$ cat config.mk
export PLATFORM = sky130hd
export DESIGN_NAME = metering_event_status_flags
export DESIGN_NICKNAME = d
export VERILOG_FILES = /design/src/core/event_flags_pkg.sv /design/src/core/flag_bank_if.sv /design/src/core/sticky_flag_bank.sv /design/src/core/metering_event_status_flags.sv
export VERILOG_INCLUDE_DIRS = /design/src /design/src/core
export SDC_FILE = /design/constraint.sdc
export NUM_CORES = 1
export LEC_CHECK = 0
export BUFFER_PORTS_ARGS = -buffer_cell sky130_fd_sc_hd__buf_2
export CORE_MARGIN = 8
export CORE_UTILIZATION = 44
export CTS_BUF_LIST = sky130_fd_sc_hd__clkbuf_8
export CTS_CLUSTER_SIZE = 16
export DETAILED_ROUTE_END_ITERATION = 10
export GPL_TIMING_DRIVEN = 0
export PLACE_DENSITY = 0.81
export REMOVE_ABC_BUFFERS = 1
export SETUP_SLACK_MARGIN = 0.4
export SYNTH_ARGS = -nofsm -noshare
export SYNTH_HDL_FRONTEND = slang
export SYNTH_SLANG_ARGS = --single-unit
$ cat constraint.sdc
create_clock -name i_clock -period 0.85 [get_ports i_clock]
set_input_delay 0.085 -clock i_clock [delete_from_list [all_inputs] [get_ports i_clock]]
set_output_delay 0.085 -clock i_clock [all_outputs]
set_load 0.05 [all_outputs]
$ cat src/core/event_flags_consts.svh
// constants of the upper event flag status register
`ifndef EVENT_FLAGS_CONSTS_SVH
`define EVENT_FLAGS_CONSTS_SVH

`define FLAG_WORD_W 32
`define FLAG_RST 32'h0000_0000
// every bit that can hold a flag; 31:28 live elsewhere, 19 reserved
`define FLAG_MASK 32'h0ff7_ffe0
`define PHASE_RST 3'h0

`define POS_CRC_DONE 27
`define POS_CONFIG_CHECKSUM_CHANGED_FLAG 26
`define POS_SAG_A 23
`define POS_SURGE_A 20
`define POS_RESERVED 19
`define POS_ORDER_FAULT 18
`define POS_OVERCURRENT 17
`define POS_STARTUP 16
`define POS_CUR_ZX_A 13
`define POS_COMB_ZX 12
`define POS_VOLT_ZX_A 9
`define POS_ZX_TIMEOUT_A 6
`define POS_FVA_IDLE 5

`endif

$ cat src/core/event_flags_pkg.sv
// types shared by the event flag modules
package event_flags_pkg;
  typedef logic [31:0] flag_word_t;
  typedef logic [2:0] phase_vec_t;
endpackage

$ cat src/core/flag_bank_if.sv
// carrier between the register front end and the sticky flag bank
`timescale 1ns/1ps
`default_nettype none
interface flag_bank_if;
  import event_flags_pkg::*;
  flag_word_t set_vec;
  flag_word_t clr_vec;
  flag_word_t state;
  modport bank (input set_vec, input clr_vec, output state);
  modport user (output set_vec, output clr_vec, input state);
endinterface
`default_nettype wire

$ cat src/core/sticky_flag_bank.sv
// bank of sticky flags, set by hardware, cleared by writing one
`timescale 1ns/1ps
`default_nettype none
`include "event_flags_consts.svh"
module sticky_flag_bank
  import event_flags_pkg::*;
(
  input wire logic i_clock,
  input wire logic i_sys_rst,
  flag_bank_if.bank port_b
);

  flag_word_t state_r;
  flag_word_t state_nxt;

  // ---------------------------------------------------------------
  // next state
  // ---------------------------------------------------------------
  always_comb begin
    state_nxt = ((state_r & ~port_b.clr_vec) | port_b.set_vec) & `FLAG_MASK;
  end

  always_ff @(posedge i_clock) begin
    if (i_sys_rst) begin
      state_r <= `FLAG_RST;
    end else begin
      state_r <= state_nxt;
    end
  end

  assign port_b.state = state_r;
endmodule
`default_nettype wire

$ cat src/core/metering_event_status_flags.sv
// upper event flag status register with its phase and checksum side registers
`timescale 1ns/1ps
`default_nettype none
`include "event_flags_consts.svh"

// How it works
// - bit 27 sets when a forced configuration checksum run completes.
// - bit 26 sets on checksum change; new checksum is kept in result register.
// - sag flags bits 25,24,23 for C,B,A on entering or leaving sag.
// - surge flags bits 22,21,20 for C,B,A on entering or leaving surge.
// - bit 18 sets on a phase order fault of voltage crossings.
// - bit 17 sets on any overcurrent; affected phases kept separately.
// - bit 16 sets when start-up finishes; host configures after that.
// - current crossing flags bits 15,14,13 for phases C,B,A.
// - bit 12 sets on a crossing of the combined voltage signal.
// - voltage crossing flags bits 11,10,9 for phases C,B,A.
// - crossing timeout flags bits 8,7,6 for phases C,B,A.
// - bit 5 sets on fundamental apparent idle change; phase kept separately.
// - bit 19 is reserved and always reads zero.
module metering_event_status_flags
  import event_flags_pkg::*;
#(
  parameter int CHECKSUM_W = 32
)(
  input wire logic i_clock,
  input wire logic i_sys_rst,
  input wire logic i_wr_en,
  input wire logic [31:0] i_wr_data,
  input wire logic i_rd_en,
  input wire logic i_crc_done,
  input wire logic i_crc_change,
  input wire logic [CHECKSUM_W-1:0] i_crc_value,
  input wire logic [2:0] i_sag_evt,
  input wire logic [2:0] i_surge_evt,
  input wire logic i_order_fault,
  input wire logic [2:0] i_overcurrent_evt,
  input wire logic i_startup_done,
  input wire logic [2:0] i_current_zx,
  input wire logic i_combined_zx,
  input wire logic [2:0] i_voltage_zx,
  input wire logic [2:0] i_zx_timeout,
  input wire logic [2:0] i_fva_idle_evt,
  output logic [31:0] o_rd_data,
  output logic o_rd_valid,
  output logic [31:0] o_status,
  output logic [CHECKSUM_W-1:0] o_checksum_result,
  output logic [2:0] o_overcurrent_phase,
  output logic [2:0] o_idle_phase,
  output logic o_config_ready
);

  // ---------------------------------------------------------------
  // elaboration check
  // ---------------------------------------------------------------
  if (CHECKSUM_W < 1 || CHECKSUM_W > 32) begin : g_bad_width
    $error("CHECKSUM_W must lie between 1 and 32");
  end

  // ---------------------------------------------------------------
  // helpers
  // ---------------------------------------------------------------
  // place a three-phase vector a,b,c at a base position a
  function automatic flag_word_t at_phase(input phase_vec_t v,
                                          input int base);
    flag_word_t w;
    w = '0;
    w[base] = v[0];
    w[base + 1] = v[1];
    w[base + 2] = v[2];
    return w;
  endfunction

  function automatic flag_word_t at_bit(input logic v, input int pos);
    flag_word_t w;
    w = '0;
    w[pos] = v;
    return w;
  endfunction

  // ---------------------------------------------------------------
  // sticky flag bank
  // ---------------------------------------------------------------
  flag_bank_if bank_c ();

  sticky_flag_bank u_bank (
    .i_clock(i_clock),
    .i_sys_rst(i_sys_rst),
    .port_b(bank_c.bank)
  );

  flag_word_t set_word;
  flag_word_t clr_word;

  always_comb begin
    set_word = '0;
    set_word |= at_bit(i_crc_done, `POS_CRC_DONE);
    set_word |= at_bit(i_crc_change, `POS_CONFIG_CHECKSUM_CHANGED_FLAG);
    set_word |= at_phase(i_sag_evt, `POS_SAG_A);
    set_word |= at_phase(i_surge_evt, `POS_SURGE_A);
    set_word |= at_bit(i_order_fault, `POS_ORDER_FAULT);
    set_word |= at_bit(|i_overcurrent_evt, `POS_OVERCURRENT);
    set_word |= at_bit(i_startup_done, `POS_STARTUP);
    set_word |= at_phase(i_current_zx, `POS_CUR_ZX_A);
    set_word |= at_bit(i_combined_zx, `POS_COMB_ZX);
    set_word |= at_phase(i_voltage_zx, `POS_VOLT_ZX_A);
    set_word |= at_phase(i_zx_timeout, `POS_ZX_TIMEOUT_A);
    set_word |= at_bit(|i_fva_idle_evt, `POS_FVA_IDLE);
    clr_word = i_wr_en ? i_wr_data : '0;
  end

  assign bank_c.set_vec = set_word;
  assign bank_c.clr_vec = clr_word;

  // ---------------------------------------------------------------
  // side registers and read port
  // ---------------------------------------------------------------
  logic [CHECKSUM_W-1:0] checksum_r;
  logic [CHECKSUM_W-1:0] checksum_nxt;
  phase_vec_t oc_phase_r;
  phase_vec_t oc_phase_nxt;
  phase_vec_t idle_phase_r;
  phase_vec_t idle_phase_nxt;
  flag_word_t rd_data_r;
  flag_word_t rd_data_nxt;
  logic rd_valid_r;
  logic rd_valid_nxt;
  logic cfg_ready_r;
  logic cfg_ready_nxt;
  logic oc_clear;
  logic idle_clear;

  always_comb begin
    oc_clear = clr_word[`POS_OVERCURRENT];
    idle_clear = clr_word[`POS_FVA_IDLE];
    checksum_nxt = i_crc_change ? i_crc_value : checksum_r;
    // phases gather until the flag is cleared; a new one wins
    oc_phase_nxt = (oc_clear ? `PHASE_RST : oc_phase_r) | i_overcurrent_evt;
    // same treatment for idle change phases
    idle_phase_nxt = (idle_clear ? `PHASE_RST : idle_phase_r) |
                     i_fva_idle_evt;
    // once started up, configuration stays allowed until reset
    cfg_ready_nxt = cfg_ready_r | i_startup_done;
    // reserved and unused bits read zero through the mask
    rd_data_nxt = i_rd_en ? (bank_c.state & `FLAG_MASK) : rd_data_r;
    rd_valid_nxt = i_rd_en;
  end

  always_ff @(posedge i_clock) begin
    if (i_sys_rst) begin
      checksum_r <= '0;
      oc_phase_r <= `PHASE_RST;
      idle_phase_r <= `PHASE_RST;
      cfg_ready_r <= 1'b0;
      rd_data_r <= `FLAG_RST;
      rd_valid_r <= 1'b0;
    end else begin
      checksum_r <= checksum_nxt;
      oc_phase_r <= oc_phase_nxt;
      idle_phase_r <= idle_phase_nxt;
      cfg_ready_r <= cfg_ready_nxt;
      rd_data_r <= rd_data_nxt;
      rd_valid_r <= rd_valid_nxt;
    end
  end

  assign o_status = bank_c.state;
  assign o_checksum_result = checksum_r;
  assign o_overcurrent_phase = oc_phase_r;
  assign o_idle_phase = idle_phase_r;
  assign o_config_ready = cfg_ready_r;
  assign o_rd_data = rd_data_r;
  assign o_rd_valid = rd_valid_r;
endmodule
`default_nettype wire

==> results of run 1 <==
[sequential cells by signal, indices dropped and copies added, names as in the netlist]
name and cells:
o_idle_phase 3, u_bank.port_b.state 22, o_rd_data 22, o_config_ready 1, o_checksum_result 32, o_overcurrent_phase 3, o_rd_valid 1
[cell usage after synthesis, types with 2 or more instances]
cell / n
buf_6: 5
buf_4: 20
buf_2: 6
a21boi_0: 22
nor3_1: 2
buf_8: 6
a21boi_1: 4
nor2_1: 56
o21ba_1: 2
dfxtp_1: 84
clkbuf_1: 2
mux2i_1: 54
o21ba_2: 24
[kinds of logic (layout without fill, tap and decap cells)]
kind of cell / count (synthesis) / count (layout) / synth area share [%]
mux: 54 / 54 / 16.5
flops: 84 / 84 / 51.3
simple gates: 59 / 59 / 6.91
buf+inv: 39 / 205 / 10.2
other cells: 1 / 20 / 0.114
compound gates: 56 / 56 / 14.9
[layout make-up]
| class | count | area share [%] |
|---|---|---|
| clock inverters | 6 | 1.15 |
| repair buffers | 189 | 35.7 |
| multi-input cells | 189 | 25.3 |
| well taps | 99 | 2.29 |
| clock buffers | 10 | 2.54 |
| flip-flops and latches | 84 | 33.1 |
[routing by layer]
layer,global-route usage [%],up-vias,wire (um)
li1,-,1307,-
met1,19.1,1312,3790
met2,36.2,135,5530
met3,10.0,12,1420
met4,7.56,0,145
met5,0,-,0
[metrics by stage]
stage	area [um^2]	setup WS (ns)	setup TNS (ns)	utilization [%]
floorplan	3010	-0.203	-6.98	-
global placement	3970	-0.636	-45.37	55.1
detailed placement	3970	-0.650	-47.79	55.1
CTS	5300	-0.120	-8.45	73.5
global route	5420	-0.142	-10.93	75.1
finish	5420	-0.106	-7.55	75.1
[worst min-delay path by stage]
stage                    startpoint                       to  slack (ns)
finish              i_voltage_zx[2]  u_bank.port_b.state[11]       -0.05
global route        i_voltage_zx[2]  u_bank.port_b.state[11]       -0.06
CTS                    i_sag_evt[0]  u_bank.port_b.state[23]       -0.05
detailed placement  i_current_zx[2]  u_bank.port_b.state[15]        0.31
global placement     i_surge_evt[0]  u_bank.port_b.state[20]        0.30
floorplan                 i_sys_rst   u_bank.port_b.state[5]        0.15
[power by group through the flow]
| stage | logic [uW] | registers, uW | clock network (uW) |
|---|---|---|---|
| detailed placement | 2070 | 4390 | 0 |
| global route | 2880 | 4500 | 3110 |
| global placement | 2030 | 4380 | 0 |
| floorplan | 568 | 5230 | 0 |
| finish | 2780 | 4470 | 2870 |
| CTS | 2660 | 4450 | 2920 |
[timing repair]
action | 4_1_cts | 5_1_grt
endpoints found under the hold margin | 53 | 32
setup endpoints to repair | 168 | 167
pin swaps | 7 | 16
resized for setup | 365 | 22
buffers inserted | 16 | 6
cloned | 0 | 0
==> metrics.csv, run 1 <==
stage,metric,value,unit
synth,Syn Inst Count,293,
timing,Fin. Hold Viols,30,
setup_path,Worst R2R Setup Slack,-0.08,ns
setup_path,reg2reg end,o_overcurrent_phase[1],
drt,Detailed Route WL,10900,um
placed_design,RePlAce Congestion,0.746,
drt,DRT Pass-1 Iters,4,
setup_path,critical-path cell list,buf_8,
placed_design,port bufs,167,
setup_path,worst r2r path cells,3,
drt,ANT nets after route,0,
power_and_ir_drop,P_sw,3270,uW
power_and_ir_drop,P_int,6850,uW
synth,"Seq/Total Area, Yosys",51.3,%
grt,first-pass GRT wire length,16000,um
synth,Synth async-reset ratio,0,%
setup_path,CP peak stage delay,0.37,ns
synth,main flop type after synthesis,dfxtp_1,
power_and_ir_drop,Peak VDD IR,0.00117,V
power_and_ir_drop,sequential group share of total power,44.2,%
floorplanning,DIE WIDTH,102,um
timing,RSZ-0062 raised after global routing,true,
timing,hold_ws,-0.0454,ns
floorplanning,Core ar.,7210,um^2
synth,Synth Area per Inst,11.2,um^2
grt,largest net degree at the start of global routing,85,
setup_path,WS Path Type,reg -> out,
floorplanning,die area,10500,um^2
setup_path,reg2reg start,o_overcurrent_phase[1],
layout,area of the multi-input gates,1370,um^2
floorplanning,Die Y-Extent,102,um
power_and_ir_drop,pwr dens,1870,nW/um^2
cts,clock-pin slew of the registers on the worst-case setup and hold paths,0.09,ns
synth,Post-synth EDFFs,0,
cts,Clk Tree Root Cell,clkbuf_8,
timing,Final min period,0.956,ns
cts,H-tree depth,3,
grt,grt ovf,0,
timing,fmax,1050,MHz
run_status,status,finished with violations,
timing,setup ws final,-0.106,ns
floorplanning,# IOs,198,
drt,Residual DRC,0,
timing,clk_skew,0.0158,ns
cts,CTS max path bufs,2,
flow_run,max cap viols,0,
setup_path,CP required,0.76,ns
min_path,Worst Hold Class,in -> reg,
grt,initial antenna violation count,0,
cts,Num Clock Sinks,84,
synth,top post-synthesis cells by area,"dfxtp_1 51%, mux2i_1 17%, o21ba_2 7.3%",
cts,Clock Latency Late Sink,0.34,ns
drt,Vias,2766,
setup_path,critical path's top delay family,flip-flops,
timing,Slew @ Worst Pin,0.568,ns
power_and_ir_drop,Sw Ratio,32.3,%
setup_path,worst path bufs/invs,1,
setup_path,Critical Path End,o_checksum_result[15],
placed_design,DP Cell Count,539,
synth,Netlist cell types,19,
drt,Routed WL per cell,18.9,um
layout,final std cells w/o fill,577,
drt,1st-iter DRT viols,47,
grt,vias in the first global route,3069,
drt,vias per inst,4.79,
floorplanning,row cnt,31,
timing,# setup viols final,100,
layout,Storage cell area,1790,um^2
setup_path,Critical Path AT,0.87,ns
layout,Fill cells,451,
setup_path,type of element capturing the critical path,primary output,
synth,Yosys Warn Count,0,
layout,Final nets,567,
timing,slew margin rel.,62.1,%
grt,Tot GR Track Use,20.1,%
run_status,failing checks,"hold timing, setup timing",
layout,most frequent cells in the layout,"83 x buf_8, 82 x dfxtp_2, 80 x buf_2, 56 x nor2_1, 52 x mux2i_1",
synth,Synth top area share,51.3,%
setup_path,worst-path maximum fanout,2,
setup_path,"Slowest-stage cell, CP",dfxtp_2,
synth,"FF+latch count, synth",84,
power_and_ir_drop,clock share of power,28.4,%
layout,ANT cells,0,
synth,Syn Std Cell Area,3280,um^2
setup_path,Worst setup SP type,flip-flop,
layout,area grow syn2layout,65.4,%
placed_design,DPL Wire Length,6360,um
setup_path,crit path from,o_checksum_result[15],
timing,Tcrit/Tclk final,113,%
power_and_ir_drop,Comb pwr share,27.4,%
setup_path,WP depth,1,
layout,"commonest non-fill, non-tap cell in the layout",buf_8,
synth,Yosys top cell by area,dfxtp_1,
floorplanning,Starting Density,45.4,%
cts,CTS Buf Count,9,
cts,CTS tree,yes,
layout,layout cells sized above 1,66.5,%
timing,Max Slew Vio Count,0,
min_path,WHS Path Cells,2,
power_and_ir_drop,total power,10100,uW
power_and_ir_drop,Leak,0.00256,uW
No activity file was read; power rests on OpenSTA's default activity.
==> run 2, diff against run 1 <==
--- a/config.mk
+++ b/config.mk
@@ -10,10 +10,11 @@
 export CORE_MARGIN = 8
 export CORE_UTILIZATION = 44
 export CTS_BUF_LIST = sky130_fd_sc_hd__clkbuf_8
-export CTS_CLUSTER_SIZE = 16
+export CTS_CLUSTER_SIZE = 20
 export DETAILED_ROUTE_END_ITERATION = 10
 export GPL_TIMING_DRIVEN = 0
 export PLACE_DENSITY = 0.81
+export RECOVER_POWER = 25
 export REMOVE_ABC_BUFFERS = 1
 export SETUP_SLACK_MARGIN = 0.4
 export SYNTH_ARGS = -nofsm -noshare
==> run 2 against run 1 <==
Compared with the run above: the run still ends with hold timing, setup timing left; final cell count stayed put; wire length about the same; non-clock buffer count stayed put; clock-buffer cell count is the same; critical path type unchanged; flip-flop and latch count did not move; via count about the same.
==> metrics.csv, run 2 (synthesized netlist as in run 1, its figures left out) <==
stage,metric,value,unit,change
timing,slew margin rel.,43.3,%,-19 points
placed_design,port bufs,167,,unchanged
layout,ANT cells,0,,unchanged
drt,Routed WL per cell,18.9,um,about the same
run_status,status,finished with violations,,
floorplanning,DIE WIDTH,102,um,unchanged
flow_run,max cap viols,0,,unchanged
layout,Storage cell area,1790,um^2,unchanged
timing,Final min period,0.956,ns,-0.00000100 ns
drt,ANT nets after route,0,,unchanged
layout,area grow syn2layout,65.3,%,about the same
cts,H-tree depth,3,,unchanged
floorplanning,row cnt,31,,unchanged
cts,Clk Tree Root Cell,clkbuf_8,,
floorplanning,die area,10500,um^2,unchanged
placed_design,DPL Wire Length,6360,um,unchanged
setup_path,Critical Path AT,0.87,ns,about the same
drt,Residual DRC,0,,unchanged
cts,Num Clock Sinks,84,,unchanged
grt,largest net degree at the start of global routing,85,,unchanged
drt,vias per inst,4.80,,about the same
grt,grt ovf,0,,unchanged
grt,Tot GR Track Use,20.1,%,unchanged
min_path,Worst Hold Class,in -> reg,,
timing,Fin. Hold Viols,30,,unchanged
setup_path,worst-path maximum fanout,2,,unchanged
drt,Detailed Route WL,10900,um,about the same
layout,layout cells sized above 1,66.5,%,unchanged
grt,first-pass GRT wire length,16000,um,unchanged
placed_design,pre-CTS WS,-0.650,ns,unchanged
cts,clock-pin slew of the registers on the worst-case setup and hold paths,0.09,ns,about the same
placed_design,RePlAce Congestion,0.746,,unchanged
layout,Fill cells,453,,+0.44%
setup_path,CP required,0.76,ns,about the same
floorplanning,Core ar.,7210,um^2,unchanged
setup_path,"Slowest-stage cell, CP",dfxtp_2,,
timing,Tcrit/Tclk final,113,%,about the same
timing,Slew @ Worst Pin,0.850,ns,+0.282 ns
layout,max FFs per register,32,,unchanged
power_and_ir_drop,total power,10100,uW,about the same
layout,"commonest non-fill, non-tap cell in the layout",buf_8,,
power_and_ir_drop,pwr dens,1870,nW/um^2,about the same
run_status,failing checks,"hold timing, setup timing",,
cts,CTS max path bufs,2,,unchanged
timing,setup ws final,-0.106,ns,+0.00000100 ns
timing,hold_ws,-0.0454,ns,+0.000000600 ns
setup_path,WS Path Type,reg -> out,,
layout,most frequent cells in the layout,"83 x buf_8, 82 x dfxtp_2, 80 x buf_2, 56 x nor2_1, 52 x mux2i_1",,
setup_path,critical path's top delay family,flip-flops,,
layout,Final nets,567,,unchanged
layout,area of the multi-input gates,1370,um^2,unchanged
cts,Clock Latency Late Sink,0.34,ns,about the same
cts,CTS tree,yes,,
floorplanning,# IOs,198,,unchanged
timing,Max Slew Vio Count,0,,unchanged
grt,vias in the first global route,3069,,unchanged
drt,DRT Pass-1 Iters,4,,unchanged
grt,initial antenna violation count,0,,unchanged
drt,1st-iter DRT viols,47,,unchanged
floorplanning,Die Y-Extent,102,um,unchanged
timing,RSZ-0062 raised after global routing,true,,
drt,Vias,2767,,+0.036%
timing,# setup viols final,101,,+1.0%
timing,fmax,1050,MHz,unchanged
timing,clk_skew,0.0154,ns,-0.000399 ns
setup_path,worst path bufs/invs,1,,unchanged
setup_path,CP peak stage delay,0.37,ns,about the same
setup_path,Worst setup SP type,flip-flop,,
power_and_ir_drop,Peak VDD IR,0.00117,V,about the same
floorplanning,Starting Density,45.4,%,unchanged
cts,CTS Buf Count,9,,unchanged
power_and_ir_drop,Leak,0.00256,uW,about the same
setup_path,critical-path cell list,buf_8,,
setup_path,type of element capturing the critical path,primary output,,
[run 2: cell count changes in the layout (fill, tap and decap cells not counted), sizes merged]
cell and change:
buf -1, clkbuf +1
[run 2: stage by stage]
stage	hold WS [ns]	std cells	TNS [ns]	instance area (um^2)	utilization, %
2_1_floorplan	0.147	273	-6.98	3010	-
3_3_place_gp	0.304	539	-45.37	3970	55.1
3_5_place_dp	0.315	539	-47.79	3970	55.1
4_1_cts	-0.0530	571	-8.45	5300	73.5
5_1_grt	-0.0597	577	-10.98	5410	75.0
6_report	-0.0454	577	-7.57	5410	75.0
[run 2: layer usage]
metal | track usage [%] | routed length (um) | share of wire, %
met5 | 0 | 0 | 0
met4 | 7.56 | 145 | 1.3
met3 | 10.0 | 1420 | 13
met2 | 36.2 | 5530 | 51
met1 | 19.1 | 3790 | 35
[run 2: timing repair]
item	in CTS	in global routing
pin swaps	7	16
endpoints found under the setup margin	168	167
resized for setup	365	22
hold endpoints to repair	53	32
buffers inserted	16	6
[run 2: layout make-up]
cell class / count / area share [%]
tap: 99 / 2.29
clock buffer: 10 / 2.54
multi-input combinational: 189 / 25.3
sequential: 84 / 33.1
clock inverter: 6 / 1.16
timing repair buffer: 189 / 35.6
[run 2: power breakdown]
group          switching [uW]  internal [uW]  leakage [uW]
clock                    1440           1430      0.000100
sequential                244           4230      0.000723
combinational            1590           1190       0.00173
[run 2: final timing paths]
check	endpoint	depth (start not counted)	slack, ns	from
setup / recovery	o_checksum_result[15]	1	-0.11	o_checksum_result[15]
hold / removal	u_bank.port_b.state[11]	2	-0.05	i_voltage_zx[2]
setup reg to reg	o_overcurrent_phase[1]	3	-0.08	o_overcurrent_phase[1]
hold reg to reg	o_config_ready	2	0.51	o_config_ready
